<file path="src/rtl/pllc_pkg.sv">
// Shared constants, host register map and checks for the loop control shell.
package pllc_pkg;
  localparam int NOUT = 4;
  localparam int PH_W = 3;
  localparam int FRACTIONAL_PART_W = 24;
  localparam int RDIV_W = 6;
  localparam int FDIV_W = 12;
  localparam int LKL_W = 4;
  localparam int CTL_W = 11;
  localparam int BUS_W = 33;
  localparam logic [RDIV_W-1:0] RDIV_MIN = 6'h01;
  localparam logic [RDIV_W-1:0] RDIV_MAX = 6'h3F;
  localparam logic [FDIV_W-1:0] FDIV_LO_MIN = 12'h008;
  localparam logic [FDIV_W-1:0] FDIV_LO_MAX = 12'h00A;
  localparam logic [FDIV_W-1:0] FDIV_HI_MIN = 12'h00C;
  localparam logic [FDIV_W-1:0] FDIV_HI_MAX = 12'hFFF;
  localparam logic [FDIV_W-1:0] FDIV_FR_MIN = 12'h014;
  localparam logic [FDIV_W-1:0] FDIV_FR_MAX = 12'h1F4;
  localparam logic [LKL_W-1:0] LKL_MIN = 4'h1;
  localparam logic [LKL_W-1:0] LKL_MAX = 4'hF;
  localparam logic [LKL_W-1:0] LKL_RST = 4'h8;
  localparam longint PFD_INT_MIN_HZ = 64'd1000000;
  localparam longint PFD_INT_MAX_HZ = 64'd312000000;
  localparam longint PFD_FR_MIN_HZ = 64'd10000000;
  localparam longint PFD_FR_MAX_HZ = 64'd250000000;
  localparam int CLK_NS = 50;
  localparam int REF_LOSS_NS = 4000;
  localparam int REF_LOSS_CYC = (REF_LOSS_NS + CLK_NS - 1) / CLK_NS;
  localparam int ALIGN_OSC_CYC = 16;
  localparam int RC_VALID = 0;
  localparam int RC_WRITE = 1;
  localparam int RC_ADDR = 2;
  localparam int RC_ACK = 3;
  localparam logic [7:0] RA_STATUS = 8'h0F;
  localparam int RMEM_N = 4;
  localparam logic [7:0] A_CTRL = 8'h00;
  localparam logic [7:0] A_DIV = 8'h04;
  localparam logic [7:0] A_FRACTIONAL_PART = 8'h08;
  localparam logic [7:0] A_PHCMD = 8'h0C;
  localparam logic [7:0] A_STAT = 8'h10;
  localparam logic [7:0] A_RCTL = 8'h14;
  localparam logic [7:0] A_RWD = 8'h18;
  localparam logic [7:0] A_RRD = 8'h1C;
  localparam int C_RUN = 0;
  localparam int C_SEL = 1;
  localparam int C_AUTO = 2;
  localparam int C_OSC = 3;
  localparam int C_EXTFB = 4;
  localparam int C_FRACTIONAL_PART = 5;
  localparam int C_EN = 8;
  localparam int C_PICK = 12;
  localparam int C_DIR = 16;
  localparam int C_LKL = 20;
  localparam int C_RREL = 24;
  localparam int D_FDIV = 16;
  localparam int P_STEP = 0;
  localparam int P_LOAD = 1;
  localparam int W_BIT32 = 16;
  localparam logic [31:0] CTRL_RST = 32'h0080_0000;
  localparam logic [31:0] DIV_RST = 32'h000C_0001;

  function automatic logic pllc_fdiv_ok(input logic [FDIV_W-1:0] d, input logic fr);
    if (fr) begin
      return d >= FDIV_FR_MIN && d <= FDIV_FR_MAX;
    end
    return (d >= FDIV_LO_MIN && d <= FDIV_LO_MAX) || d >= FDIV_HI_MIN;
  endfunction : pllc_fdiv_ok

  function automatic logic pllc_rdiv_ok(input logic [RDIV_W-1:0] d);
    return d >= RDIV_MIN && d <= RDIV_MAX;
  endfunction : pllc_rdiv_ok
endpackage : pllc_pkg

</file>
<file path="src/rtl/pllc_if.sv">
// Interface joining the loop control shell and the user fabric end.
`timescale 1ns/1ps
interface pllc_if;
  import pllc_pkg::*;
  logic ref_sel;
  logic loop_powerdown_n;
  logic ext_fb;
  logic fractional_part_mode;
  logic [NOUT-1:0] out_en;
  logic [NOUT-1:0] phase_pick;
  logic phase_dir;
  logic phase_step_strobe;
  logic phase_reload_n;
  logic [RDIV_W-1:0] reference_divider;
  logic [FDIV_W-1:0] feedback_divider;
  logic [FRACTIONAL_PART_W-1:0] fractional_part;
  logic [LKL_W-1:0] lock_delay_log2;
  logic feedback_clock_in;
  logic [NOUT-1:0] out_clk;
  logic lock;
  logic reconfig_if_clock;
  logic reconfig_if_reset_n;
  logic [CTL_W-1:0] reconfig_if_ctrl;
  logic [BUS_W-1:0] reconfig_if_wbus;
  logic [BUS_W-1:0] reconfig_if_rbus;
  logic reconfig_if_irq;
  modport dev (
    input ref_sel, loop_powerdown_n, ext_fb, fractional_part_mode, out_en, phase_pick, phase_dir,
    input phase_step_strobe, phase_reload_n, reference_divider, feedback_divider,
    input fractional_part, lock_delay_log2, feedback_clock_in,
    input reconfig_if_clock, reconfig_if_reset_n, reconfig_if_ctrl, reconfig_if_wbus,
    output out_clk, lock, reconfig_if_rbus, reconfig_if_irq
  );
  modport host (
    output ref_sel, loop_powerdown_n, ext_fb, fractional_part_mode, out_en, phase_pick, phase_dir,
    output phase_step_strobe, phase_reload_n, reference_divider, feedback_divider,
    output fractional_part, lock_delay_log2, feedback_clock_in,
    output reconfig_if_clock, reconfig_if_reset_n, reconfig_if_ctrl, reconfig_if_wbus,
    input out_clk, lock, reconfig_if_rbus, reconfig_if_irq
  );
endinterface : pllc_if

</file>
<file path="src/rtl/pllc_dev.sv">
// Loop control shell: reference select, dividers, lock delay, output gating, phase and reconfiguration.
`timescale 1ns/1ps
module pllc_dev #(
  parameter logic [pllc_pkg::NOUT*8-1:0] OUT_HALF = {8'h08, 8'h04, 8'h02, 8'h02},
  parameter logic [pllc_pkg::NOUT*pllc_pkg::PH_W-1:0] PHASE_INIT = '0
) (
  input wire logic pclk,
  input wire logic presetn,
  pllc_if.dev bus,
  input wire logic ref_clk0,
  input wire logic ref_clk1,
  output logic ref_present,
  output logic fb_tick,
  output logic [pllc_pkg::NOUT*pllc_pkg::PH_W-1:0] phase_state
);
  import pllc_pkg::*;

  logic loop_rst_n;
  logic rc_rst_n;
  logic ref_mux;
  logic ref_q_r;
  logic ref_edge;
  logic [RDIV_W-1:0] rdiv_cnt_r;
  logic ref_tick;
  logic [7:0] loss_cnt_r;
  logic cfg_ok;
  logic acq;
  logic fb_src_q_r;
  logic fb_step;
  logic [FDIV_W:0] fb_cnt_r;
  logic [FDIV_W:0] fb_mod_r;
  logic [FRACTIONAL_PART_W-1:0] acc_r;
  logic [FRACTIONAL_PART_W:0] acc_nxt;
  logic [15:0] lk_cnt_r;
  logic [15:0] lk_tgt;
  logic [LKL_W-1:0] lkl_c;
  logic lock_r;
  logic str_q_r;
  logic rel_q_r;
  logic step;
  logic reload;
  logic [NOUT-1:0] en_s1_r;
  logic [NOUT-1:0] en_s2_r;
  logic [NOUT-1:0] run_r;
  logic [NOUT-1:0] pend;
  logic [NOUT-1:0] start_r;
  logic [NOUT-1:0] out_r;
  logic win_act_r;
  logic [4:0] win_cnt_r;
  logic rck_q_r;
  logic redge;
  logic [7:0] raddr_r;
  logic [BUS_W-1:0] rmem_r [RMEM_N];
  logic [BUS_W-1:0] rbus_r;
  logic irq_r;
  logic lock_seen_r;

  assign loop_rst_n = presetn & bus.loop_powerdown_n;
  assign rc_rst_n = presetn & bus.reconfig_if_reset_n;
  assign ref_mux = bus.ref_sel ? ref_clk1 : ref_clk0;
  assign ref_edge = ref_mux & ~ref_q_r;
  assign ref_tick = ref_edge && rdiv_cnt_r == bus.reference_divider - 6'h01;
  assign cfg_ok = pllc_rdiv_ok(bus.reference_divider) && pllc_fdiv_ok(bus.feedback_divider, bus.fractional_part_mode);
  assign acq = cfg_ok & ref_present;
  assign fb_step = bus.ext_fb ? (bus.feedback_clock_in & ~fb_src_q_r) : 1'b1;
  assign acc_nxt = {1'b0, acc_r} + {1'b0, bus.fractional_part};
  assign lkl_c = bus.lock_delay_log2 < LKL_MIN ? LKL_MIN : bus.lock_delay_log2;
  assign lk_tgt = 16'h0001 << lkl_c;
  assign step = bus.phase_step_strobe & ~str_q_r;
  assign reload = ~bus.phase_reload_n & rel_q_r;
  assign pend = en_s2_r & ~run_r & ~start_r;
  assign redge = bus.reconfig_if_clock & ~rck_q_r;
  assign bus.out_clk = out_r;
  assign bus.lock = lock_r;
  assign bus.reconfig_if_rbus = rbus_r;
  assign bus.reconfig_if_irq = irq_r;

  always_ff @(posedge pclk or negedge loop_rst_n) begin
    if (!loop_rst_n) begin
      ref_q_r <= 1'b0;
      rdiv_cnt_r <= '0;
      loss_cnt_r <= '0;
      ref_present <= 1'b0;
    end else begin
      ref_q_r <= ref_mux;
      if (ref_edge) begin
        rdiv_cnt_r <= ref_tick ? '0 : rdiv_cnt_r + 6'h01;
        loss_cnt_r <= '0;
        ref_present <= 1'b1;
      end else if (loss_cnt_r == 8'(REF_LOSS_CYC - 1)) begin
        ref_present <= 1'b0;
      end else begin
        loss_cnt_r <= loss_cnt_r + 8'h01;
      end
    end
  end

  always_ff @(posedge pclk or negedge loop_rst_n) begin
    if (!loop_rst_n) begin
      fb_src_q_r <= 1'b0;
      fb_cnt_r <= '0;
      fb_mod_r <= '0;
      acc_r <= '0;
      fb_tick <= 1'b0;
    end else begin
      fb_src_q_r <= bus.feedback_clock_in;
      fb_tick <= 1'b0;
      if (fb_step) begin
        if (fb_cnt_r + 13'h0001 >= fb_mod_r) begin
          fb_cnt_r <= '0;
          fb_tick <= 1'b1;
          if (bus.fractional_part_mode) begin
            acc_r <= acc_nxt[FRACTIONAL_PART_W-1:0];
            fb_mod_r <= {1'b0, bus.feedback_divider} + {12'h000, acc_nxt[FRACTIONAL_PART_W]};
          end else begin
            acc_r <= '0;
            fb_mod_r <= {1'b0, bus.feedback_divider};
          end
        end else begin
          fb_cnt_r <= fb_cnt_r + 13'h0001;
        end
      end
    end
  end

  always_ff @(posedge pclk or negedge loop_rst_n) begin
    if (!loop_rst_n) begin
      lk_cnt_r <= '0;
      lock_r <= 1'b0;
    end else if (!acq) begin
      lk_cnt_r <= '0;
      lock_r <= 1'b0;
    end else if (ref_tick) begin
      if (lk_cnt_r != lk_tgt) begin
        lk_cnt_r <= lk_cnt_r + 16'h0001;
      end
      lock_r <= lk_cnt_r == lk_tgt;
    end
  end

  always_ff @(posedge pclk or negedge presetn) begin
    if (!presetn) begin
      str_q_r <= 1'b0;
      rel_q_r <= 1'b1;
      phase_state <= PHASE_INIT;
    end else begin
      str_q_r <= bus.phase_step_strobe;
      rel_q_r <= bus.phase_reload_n;
      for (int i = 0; i < NOUT; i++) begin
        if (reload) begin
          phase_state[i*PH_W +: PH_W] <= PHASE_INIT[i*PH_W +: PH_W];
        end else if (step && bus.phase_pick[i]) begin
          phase_state[i*PH_W +: PH_W] <= bus.phase_dir ? phase_state[i*PH_W +: PH_W] + 3'h1
                                                     : phase_state[i*PH_W +: PH_W] - 3'h1;
        end
      end
    end
  end

  always_ff @(posedge pclk or negedge loop_rst_n) begin
    if (!loop_rst_n) begin
      en_s1_r <= '0;
      en_s2_r <= '0;
      win_act_r <= 1'b0;
      win_cnt_r <= '0;
      start_r <= '0;
    end else begin
      en_s1_r <= bus.out_en;
      en_s2_r <= en_s1_r;
      start_r <= '0;
      if (!ref_present) begin
        win_act_r <= 1'b0;
      end else if (win_act_r) begin
        win_cnt_r <= win_cnt_r + 5'h01;
        if (win_cnt_r == 5'(ALIGN_OSC_CYC - 1)) begin
          win_act_r <= 1'b0;
          start_r <= pend;
        end
      end else if (|pend) begin
        win_act_r <= 1'b1;
        win_cnt_r <= '0;
      end
    end
  end

  for (genvar g = 0; g < NOUT; g++) begin : g_out
    logic [7:0] cnt_r;
    logic [1:0] inc;
    logic [8:0] cnt_n;
    logic hit;
    logic stop_one_r;
    logic [7:0] half;
    assign half = OUT_HALF[g*8 +: 8];
    assign inc = (step && bus.phase_pick[g]) ? (bus.phase_dir ? 2'h2 : 2'h0) : 2'h1;
    assign cnt_n = {1'b0, cnt_r} + {7'h00, inc};
    assign hit = cnt_n >= {1'b0, half};
    always_ff @(posedge pclk or negedge loop_rst_n) begin
      if (!loop_rst_n) begin
        run_r[g] <= 1'b0;
        out_r[g] <= 1'b0;
        cnt_r <= '0;
        stop_one_r <= 1'b0;
      end else if (!ref_present) begin
        run_r[g] <= 1'b0;
        out_r[g] <= 1'b0;
        stop_one_r <= 1'b0;
      end else if (start_r[g]) begin
        run_r[g] <= 1'b1;
        out_r[g] <= 1'b0;
        cnt_r <= {5'h00, phase_state[g*PH_W +: PH_W]};
        stop_one_r <= 1'b0;
      end else if (run_r[g]) begin
        if (hit) begin
          cnt_r <= 8'(cnt_n - {1'b0, half});
          out_r[g] <= ~out_r[g];
        end else begin
          cnt_r <= cnt_n[7:0];
        end
        if (en_s2_r[g]) begin
          stop_one_r <= 1'b0;
        end else if (hit && out_r[g]) begin
          stop_one_r <= 1'b1;
          if (stop_one_r) begin
            run_r[g] <= 1'b0;
          end
        end
      end
    end
  end

  always_ff @(posedge pclk or negedge rc_rst_n) begin
    if (!rc_rst_n) begin
      rck_q_r <= 1'b0;
      raddr_r <= '0;
      rbus_r <= '0;
      for (int i = 0; i < RMEM_N; i++) begin
        rmem_r[i] <= '0;
      end
    end else begin
      rck_q_r <= bus.reconfig_if_clock;
      if (redge && bus.reconfig_if_ctrl[RC_VALID]) begin
        if (bus.reconfig_if_ctrl[RC_ADDR]) begin
          raddr_r <= bus.reconfig_if_wbus[7:0];
        end else if (bus.reconfig_if_ctrl[RC_WRITE]) begin
          if (raddr_r < 8'(RMEM_N)) begin
            rmem_r[raddr_r[1:0]] <= bus.reconfig_if_wbus;
          end
        end else if (raddr_r == RA_STATUS) begin
          rbus_r <= {29'h0, irq_r, ref_present, cfg_ok, lock_r};
        end else if (raddr_r < 8'(RMEM_N)) begin
          rbus_r <= rmem_r[raddr_r[1:0]];
        end else begin
          rbus_r <= '0;
        end
      end
    end
  end

  always_ff @(posedge pclk or negedge rc_rst_n) begin
    if (!rc_rst_n) begin
      lock_seen_r <= 1'b0;
      irq_r <= 1'b0;
    end else begin
      lock_seen_r <= lock_r;
      if (lock_seen_r != lock_r) begin
        irq_r <= 1'b1;
      end else if (redge && bus.reconfig_if_ctrl[RC_VALID] && bus.reconfig_if_ctrl[RC_ACK]) begin
        irq_r <= 1'b0;
      end
    end
  end
endmodule : pllc_dev

</file>
<file path="src/flat_wrapper.sv">
// flat-port wrapper written by rule: the top's interface ports become plain ports
module pllc_dev_flat import pllc_pkg::*;
#(
  parameter logic [pllc_pkg::NOUT*8-1:0] OUT_HALF = {8'h08, 8'h04, 8'h02, 8'h02},
  parameter logic [pllc_pkg::NOUT*pllc_pkg::PH_W-1:0] PHASE_INIT = '0
)
  (pclk, presetn, ref_clk0, ref_clk1, ref_present, fb_tick, phase_state, bus_ref_sel, bus_loop_powerdown_n, bus_ext_fb, bus_fractional_part_mode, bus_out_en, bus_phase_pick, bus_phase_dir, bus_phase_step_strobe, bus_phase_reload_n, bus_reference_divider, bus_feedback_divider, bus_fractional_part, bus_lock_delay_log2, bus_feedback_clock_in, bus_reconfig_if_clock, bus_reconfig_if_reset_n, bus_reconfig_if_ctrl, bus_reconfig_if_wbus, bus_out_clk, bus_lock, bus_reconfig_if_rbus, bus_reconfig_if_irq);
  pllc_if bus_i ();
  input wire logic pclk;
  input wire logic presetn;
  input wire logic ref_clk0;
  input wire logic ref_clk1;
  output logic ref_present;
  output logic fb_tick;
  output logic [pllc_pkg::NOUT*pllc_pkg::PH_W-1:0] phase_state;
  input wire logic [$bits(bus_i.ref_sel)-1:0] bus_ref_sel;
  input wire logic [$bits(bus_i.loop_powerdown_n)-1:0] bus_loop_powerdown_n;
  input wire logic [$bits(bus_i.ext_fb)-1:0] bus_ext_fb;
  input wire logic [$bits(bus_i.fractional_part_mode)-1:0] bus_fractional_part_mode;
  input wire logic [$bits(bus_i.out_en)-1:0] bus_out_en;
  input wire logic [$bits(bus_i.phase_pick)-1:0] bus_phase_pick;
  input wire logic [$bits(bus_i.phase_dir)-1:0] bus_phase_dir;
  input wire logic [$bits(bus_i.phase_step_strobe)-1:0] bus_phase_step_strobe;
  input wire logic [$bits(bus_i.phase_reload_n)-1:0] bus_phase_reload_n;
  input wire logic [$bits(bus_i.reference_divider)-1:0] bus_reference_divider;
  input wire logic [$bits(bus_i.feedback_divider)-1:0] bus_feedback_divider;
  input wire logic [$bits(bus_i.fractional_part)-1:0] bus_fractional_part;
  input wire logic [$bits(bus_i.lock_delay_log2)-1:0] bus_lock_delay_log2;
  input wire logic [$bits(bus_i.feedback_clock_in)-1:0] bus_feedback_clock_in;
  input wire logic [$bits(bus_i.reconfig_if_clock)-1:0] bus_reconfig_if_clock;
  input wire logic [$bits(bus_i.reconfig_if_reset_n)-1:0] bus_reconfig_if_reset_n;
  input wire logic [$bits(bus_i.reconfig_if_ctrl)-1:0] bus_reconfig_if_ctrl;
  input wire logic [$bits(bus_i.reconfig_if_wbus)-1:0] bus_reconfig_if_wbus;
  output wire logic [$bits(bus_i.out_clk)-1:0] bus_out_clk;
  output wire logic [$bits(bus_i.lock)-1:0] bus_lock;
  output wire logic [$bits(bus_i.reconfig_if_rbus)-1:0] bus_reconfig_if_rbus;
  output wire logic [$bits(bus_i.reconfig_if_irq)-1:0] bus_reconfig_if_irq;
  assign bus_i.ref_sel = bus_ref_sel;
  assign bus_i.loop_powerdown_n = bus_loop_powerdown_n;
  assign bus_i.ext_fb = bus_ext_fb;
  assign bus_i.fractional_part_mode = bus_fractional_part_mode;
  assign bus_i.out_en = bus_out_en;
  assign bus_i.phase_pick = bus_phase_pick;
  assign bus_i.phase_dir = bus_phase_dir;
  assign bus_i.phase_step_strobe = bus_phase_step_strobe;
  assign bus_i.phase_reload_n = bus_phase_reload_n;
  assign bus_i.reference_divider = bus_reference_divider;
  assign bus_i.feedback_divider = bus_feedback_divider;
  assign bus_i.fractional_part = bus_fractional_part;
  assign bus_i.lock_delay_log2 = bus_lock_delay_log2;
  assign bus_i.feedback_clock_in = bus_feedback_clock_in;
  assign bus_i.reconfig_if_clock = bus_reconfig_if_clock;
  assign bus_i.reconfig_if_reset_n = bus_reconfig_if_reset_n;
  assign bus_i.reconfig_if_ctrl = bus_reconfig_if_ctrl;
  assign bus_i.reconfig_if_wbus = bus_reconfig_if_wbus;
  assign bus_out_clk = bus_i.out_clk;
  assign bus_lock = bus_i.lock;
  assign bus_reconfig_if_rbus = bus_i.reconfig_if_rbus;
  assign bus_reconfig_if_irq = bus_i.reconfig_if_irq;
  pllc_dev #(.OUT_HALF(OUT_HALF), .PHASE_INIT(PHASE_INIT)) u_core (.pclk(pclk), .presetn(presetn), .bus(bus_i), .ref_clk0(ref_clk0), .ref_clk1(ref_clk1), .ref_present(ref_present), .fb_tick(fb_tick), .phase_state(phase_state));
endmodule
</file>
<file path="config.mk">
export PLATFORM = sky130hd
export DESIGN_NAME = pllc_dev_flat
export DESIGN_NICKNAME = d
export VERILOG_FILES = /design/src/rtl/pllc_pkg.sv /design/src/rtl/pllc_if.sv /design/src/rtl/pllc_dev.sv /design/src/flat_wrapper.sv
export SDC_FILE = /design/constraint.sdc
export NUM_CORES = 1
export LEC_CHECK = 0
export ABC_AREA = 1
export ABC_CLOCK_PERIOD_IN_PS = 8200
export BUFFER_PORTS_ARGS = -buffer_cell sky130_fd_sc_hd__buf_2
export CORE_UTILIZATION = 50
export CTS_CLUSTER_SIZE = 28
export DETAILED_ROUTE_END_ITERATION = 7
export PLACE_DENSITY = 0.69
export SYNTH_ARGS = -nofsm -noshare
export SYNTH_HDL_FRONTEND = slang
export SYNTH_SLANG_ARGS = --single-unit
</file>
<file path="constraint.sdc">
create_clock -name pclk -period 8.2 [get_ports pclk]
set_input_delay 1.64 -clock pclk [delete_from_list [all_inputs] [get_ports pclk]]
set_output_delay 1.64 -clock pclk [all_outputs]
set_load 0.05 [all_outputs]
</file>
=== Word-level counts from Yosys, hierarchy flattened ===
Cells that the tools add are included.

* Add/subtract/negate cells: 24
* Magnitude comparators: 16
* Equality and inequality tests: 22
* Shifts and indexed selects: 1
* Muxes and demuxes: 129
* Bitwise gates (word level): 24
* Reduce and logical (&&, ||, !) cells: 47

{| class="wikitable"
|+ Operators with widths
! cell !! number
|-
| 33-bit 2-to-1 mux || 5
|-
| 132-bit bitwise mux || 1
|-
| 8-bit 2-to-1 mux || 14
|-
| 1-bit 2-to-1 mux || 77
|-
| 33-bit binary-select mux with 2-bit select || 1
|-
| 33-bit demux with 2-bit select || 1
|-
| 16-bit 2-to-1 mux || 3
|-
| 8-bit by 2-bit adder with 9-bit output || 4
|-
| 3-bit 2-to-1 mux || 12
|-
| 2-bit AND reduction || 16
|-
| 13-bit 2-to-1 mux || 2
|-
| 24-bit by 24-bit adder with 25-bit output || 1
|-
| 12-bit by 4-bit greater-or-equal comparator with 1-bit output (second input constant) || 2
|-
| 24-bit 2-to-1 mux || 1
|-
| 3-bit != test (second input constant) || 8
|-
| 2-bit nonzero test || 11
|-
| 9-bit by 2-bit greater-or-equal comparator with 1-bit output (second input constant) || 2
|-
| 16-bit by 1-bit adder with 16-bit output (second input constant) || 1
|-
| 16-bit == test || 1
|-
| 1-bit logical AND || 16
|-
| 4-bit 2-to-1 mux || 4
|-
| 16-bit != test || 1
|-
| 4-bit != test (second input constant) || 4
|-
| 1-bit by 4-bit << shifter with 16-bit output (first input constant) || 1
|-
| 42 further kinds || 74
|}

* Register bits after elaboration: 337
* Bits of input ports: 112
* Output and inout bits: 53
* Logic and storage cells: 310

=== Logic depth before layout (Yosys ltp) ===
* Depth in word-level cells: 12
* Depth in mapped cells: 22

=== Least setup slack after synthesis ===
Ideal clock, no wire load.

* Kind: input-to-reg
* From: input port bus_fractional_part[0]
* To: register u_core.fb_mod_r[10]
* Data arrival time: 3.991 ns
* Data required time: 8.064 ns
* Path slack: 4.073 ns
* Cell stages on the path: 22
* Path buffers: 0
* Cells stage by stage: ha_1 > fa_1 > nand2_1 > nand3_1 > o21ai_0 > inv_1 > nand3_1 > nand3_1 > nand2_1 > nand2_1 > nand3_1 > o2111ai_1 > ha_1 > ha_1 > nand2_1 > nor3_1 > nand4_1 > nor2_1 > inv_1 > nor2_1 > o21ai_0 > o21ai_0

* Word-level cells in the longest chain between the ends: 3

{| class="wikitable"
|+ Ends and longest elaborated chain
! what !! line !! text
|-
| start, declared || flat_wrapper.sv:27 || <nowiki>input wire logic [$bits(bus_i.fractional_part)-1:0] bus_fractional_part;</nowiki>
|-
| 24-bit by 24-bit adder with 25-bit output || pllc_dev.sv:66 || <nowiki>assign acc_nxt = {1'b0, acc_r} + {1'b0, bus.fractional_part};</nowiki>
|-
| 12-bit by 1-bit adder with 13-bit output || pllc_dev.sv:114 || <nowiki>fb_mod_r <= {1'b0, bus.feedback_divider} + {12'h000, acc_nxt[FRACTIONAL_PART_W]};</nowiki>
|-
| 13-bit 2-to-1 mux || pllc_dev.sv:112 || <nowiki>if (bus.fractional_part_mode) begin</nowiki>
|-
| end signal, assigned || pllc_dev.sv:114 ||
|-
| end signal, assigned || pllc_dev.sv:117 || <nowiki>fb_mod_r <= {1'b0, bus.feedback_divider};</nowiki>
|-
| end, declared || pllc_dev.sv:31 || <nowiki>logic [FDIV_W:0] fb_mod_r;</nowiki>
|}

No other way between the ends.
A chain may end at the register's enable or synchronous reset.

=== Worst setup path after layout ===
* From: register u_core.fb_cnt_r[0]
* To: register u_core.acc_r[16]

* Word-level cells in the longest chain between the ends: 3

{| class="wikitable"
|+ Ends and longest elaborated chain
! what !! line !! text
|-
| start, declared || pllc_dev.sv:30 || <nowiki>logic [FDIV_W:0] fb_cnt_r;</nowiki>
|-
| start signal, assigned || pllc_dev.sv:120 || <nowiki>fb_cnt_r <= fb_cnt_r + 13'h0001;</nowiki>
|-
| 13-bit by 1-bit adder with 13-bit output || pllc_dev.sv:109 || <nowiki>if (fb_cnt_r + 13'h0001 >= fb_mod_r) begin</nowiki>
|-
| 13-bit greater-or-equal comparator || pllc_dev.sv:109 ||
|-
| 2-bit AND reduction (no line) || n/a ||
|-
| end signal, assigned || pllc_dev.sv:113 || <nowiki>acc_r <= acc_nxt[FRACTIONAL_PART_W-1:0];</nowiki>
|-
| end, declared || pllc_dev.sv:32 || <nowiki>logic [FRACTIONAL_PART_W-1:0] acc_r;</nowiki>
|}

No other way between the ends.

==> results.py <==
metrics = {
    "logic_synthesis": {
        "syn-cell-area_sq_mm": 0.01795,
        "synth-edff-count": 0,
        "ys_ff_latch": 337,
        "seq_area_frac_synth_pct": 46.99,
        "synth-main-ff-cell": "dfrtp_1",
        "yosysUniqueCellTypes": 47,
        "synth.avg_cell_area_sq_um": 8.010,
        "synth_fp_nets": 2419,
        "syn_inst": 2241,
        "async_reset_ff_share_pct": 100.0,
        "ys.warnings.count": 0,
    },
    "floorplan": {
        "initial_utilization_pct": 50.59,
        "num_io_pins": 165,
        "dieArea_sq_mm": 0.03666,
        "core_sq_mm": 0.03548,
        "die_x_um": 191.5,
        "num_rows": 69,
        "die_h_um": 191.5,
    },
    "setup_path": {
        "cp.required_ns": 8.67,
        "cp-end-kind": "flop",
        "start_kind": "flop",
        "path_max_fanout": 44,
        "worstRegToRegCells": 17,
        "cp_data_arrival_time_ns": 4.81,
        "path_class": "reg2reg",
    },
    "placed_design": {
        "dp.final_hpwl_um": 29610,
        "pre_cts_ws_ns": 3.333,
        "dpl.cell_count": 2796,
        "gp_congestion": 0.8980,
        "port_buffers": 157,
    },
    "finish": {
        "layout.nets": 2553,
        "area_growth_pct": 14.14,
        "layout_common_cells": "nand2_1 (572), dfrtp_1 (336), o21ai_0 (259)",
        "final_cells": 2868,
        "final_common_cell": "nand2_1",
        "drive_above_1_share_pct": 11.02,
    },
    "timing": {
        "skew_ns": 0.01559,
        "rsz0062_at_grt": "false",
        "setup_viol": 0,
        "hold_ws_ns": 0.3459,
        "slew-limit-headroom_pct": 27.01,
        "fmax_mhz": 230.1,
        "drv_slew": 0,
        "fin_ws_ns": 3.853,
        "finalSetupTns_ns": 0,
        "worstMarginPinSlew_ns": 1.092,
        "hold_viol": 0,
        "min_period_ns": 4.347,
        "period_share_pct": 53.01,
    },
    "power": {
        "p_switching_uw": 2197,
        "intPower_uw": 3757,
        "vdd_drop_max_uv": 229.4,
        "clkPwrFrac_pct": 30.4,
        "powerDensity_mw_per_mm2": 290.6,
        "switching_share_pct": 36.90,
        "power.total_uw": 5954,
        "leakagePower_uw": 0.01035,
        "pwr-share-seq_pct": 36.8,
        "pwr-share-comb_pct": 32.9,
    },
    "clock_tree": {
        "cts_buffers": 38,
        "cts.sinks": 337,
        "cts_setup_buffers": 0,
        "ctsResizeCount": 0,
        "worst_skew_pair.late_latency_ns": 0.56,
        "ctsLongestPathBuffers": 3,
        "cts_tree": "built",
        "path_clk_slew_ns": 0.06,
        "cts-root-buf": "clkbuf_16",
        "cts_max_level": 2,
        "hold_buffers": 0,
    },
    "detailed_routing": {
        "vias": 15490,
        "drc": 0,
        "post_drt_wl_per_cell_um": 15.19,
        "antenna_left": 0,
        "vias_per_cell": 5.401,
        "drt_iter0_drc": 802,
        "routed_wl_um": 43570,
        "firstDrtPassIters": 6,
    },
    "global_routing": {
        "gr-usage-met1_pct": 32.53,
        "first_global_vias": 14650,
        "busiest_layer": "met2",
        "grt-ovfl-total": 0,
        "grt.total_usage_pct": 24.23,
        "grt_use_met2_pct": 40.19,
        "antenna_found_initial": 6,
        "grt_pass1_wl_um": 71930,
        "grt_util_met3_pct": 3.910,
        "grt_max_degree": 109,
    },
    "flow_run": {
        "cap_violations": 0,
    },
    "min_path": {
        "holdPathStages": 0,
        "hold_class": "reg2reg",
    },
    "run_status": {
        "status": "finished, final reports clean",
    },
}
[power by group through the flow]
stage               sequential [uW]  combinational (uW)  clock [uW]
finish                         2190                1960        1810
global route                   2230                2240        1920
CTS                            2190                1960        1850
detailed placement             2210                1940           0
global placement               2200                1890           0
floorplan                      2240                1450           0
[worst paths after layout]
kind | slack, ns | endpoint | startpoint
max reg2reg | 3.85 | u_core.acc_r[16] | u_core.fb_cnt_r[0]
min reg2reg | 0.35 | u_core.en_s2_r[1] | u_core.en_s1_r[1]
max | 3.85 | u_core.acc_r[16] | u_core.fb_cnt_r[0]
min in group asynchronous | 1.01 | u_core.phase_state[1] | presetn
max in group asynchronous | 5.00 | u_core.rmem_r[55] | presetn
min | 0.35 | u_core.en_s2_r[1] | u_core.en_s1_r[1]
[kinds of logic after synthesis]
group | Yosys count | synth area share, %
XOR/XNOR | 88 | 4.294
adder cells (fa/ha/maj) | 66 | 4.977
flip-flops | 337 | 46.99
AO/OA/AOI/OAI | 430 | 13.29
AND/OR/NAND/NOR | 990 | 23.46
buffers and inverters | 330 | 6.991
[routing by layer]
layer  share of wire, %  wire length (um)
met1                 45             19700
met2                 47             20620
met3                5.2              2251
met4                2.2               942
met5               0.11                46
[final cells by class]
cell class | instances | area [sq um]
Antenna cell | 2 | 5.005
Clock buffer | 57 | 1152
Clock inverter | 13 | 193.9
Fill cell | 3198 | 14990
Inverter | 254 | 963.4
Multi-Input combinational cell | 1574 | 8279
Sequential cell | 337 | 8434
Tap cell | 461 | 576.8
Timing Repair Buffer | 170 | 883.3
[sequential cells by signal, indices dropped and copies added, names as in the netlist, 4 cells and up]
register and count:
u_core.rmem_r 132, u_core.bus.reconfig_if_rbus 33, u_core.g_out.cnt_r 32, u_core.acc_r 24
u_core.lk_cnt_r 16, u_core.fb_cnt_r 13, u_core.fb_mod_r 13, u_core.phase_state 12
u_core.loss_cnt_r 8, u_core.raddr_r 8, u_core.rdiv_cnt_r 6, u_core.win_cnt_r 5
u_core.bus.out_clk 4, u_core.en_s1_r 4, u_core.en_s2_r 4, u_core.g_out.stop_one_r 4
u_core.run_r 4, u_core.start_r 4
[synthesized netlist by cell type (2+ instances only)]
master     count  share of area, %
nand2_1      572                12
dfrtp_1      336                47
o21ai_0      259               7.2
inv_1        243               5.1
nand3_1      169               4.7
nor2_1       134               2.8
a21oi_1       67               1.9
clkbuf_1      65               1.4
ha_1          57               4.0
xor2_1        57               2.8
nand4_1       49               1.7
a221oi_1      32               1.6
xnor2_1       31               1.5
nor3_1        29              0.81
o21ai_1       28              0.78
o211ai_1      11              0.46
fa_1           9               1.0
a31oi_1        8              0.28
nand3b_1       7              0.29
buf_2          6              0.17
inv_2          6              0.13
nor2_2         6              0.21
nor4_1         6              0.21
clkinv_1       5              0.10
o22ai_1        5              0.17
and3_1         4              0.14
o2bb2ai_1      4              0.20
a21o_1         3              0.13
a22o_1         3              0.15
buf_1          3             0.063
nand3_2        3              0.17
nor3b_1        3              0.13
o31ai_1        3              0.13
or2_2          3              0.10
nand2_2        2             0.070
o21a_1         2             0.084
[per-stage QoR]
stage	cell area (sq um)	utilization, %
2_1_floorplan	17950	-
3_3_place_gp	19140	53.93
3_5_place_dp	19140	53.93
4_1_cts	20480	57.73
5_1_grt	20490	57.73
6_report	20490	57.74
[worst max-delay path, stage by stage, from the launching register on]
cell	delay, ns
dfrtp_1	0.39
ha_1	0.21
nand3_1	0.12
nor2_1	0.17
nand4_1	0.18
nor2_1	0.20
nand3_1	0.11
xor2_1	0.18
inv_1	0.06
ha_1	0.31
nand2_1	0.09
nor4_1	0.39
o21ai_1	0.16
nand3_1	0.18
nand2_2	0.53
nor2_4	0.50
inv_2	0.23
o21ai_0	0.23
(Power assumes the default switching activity.)
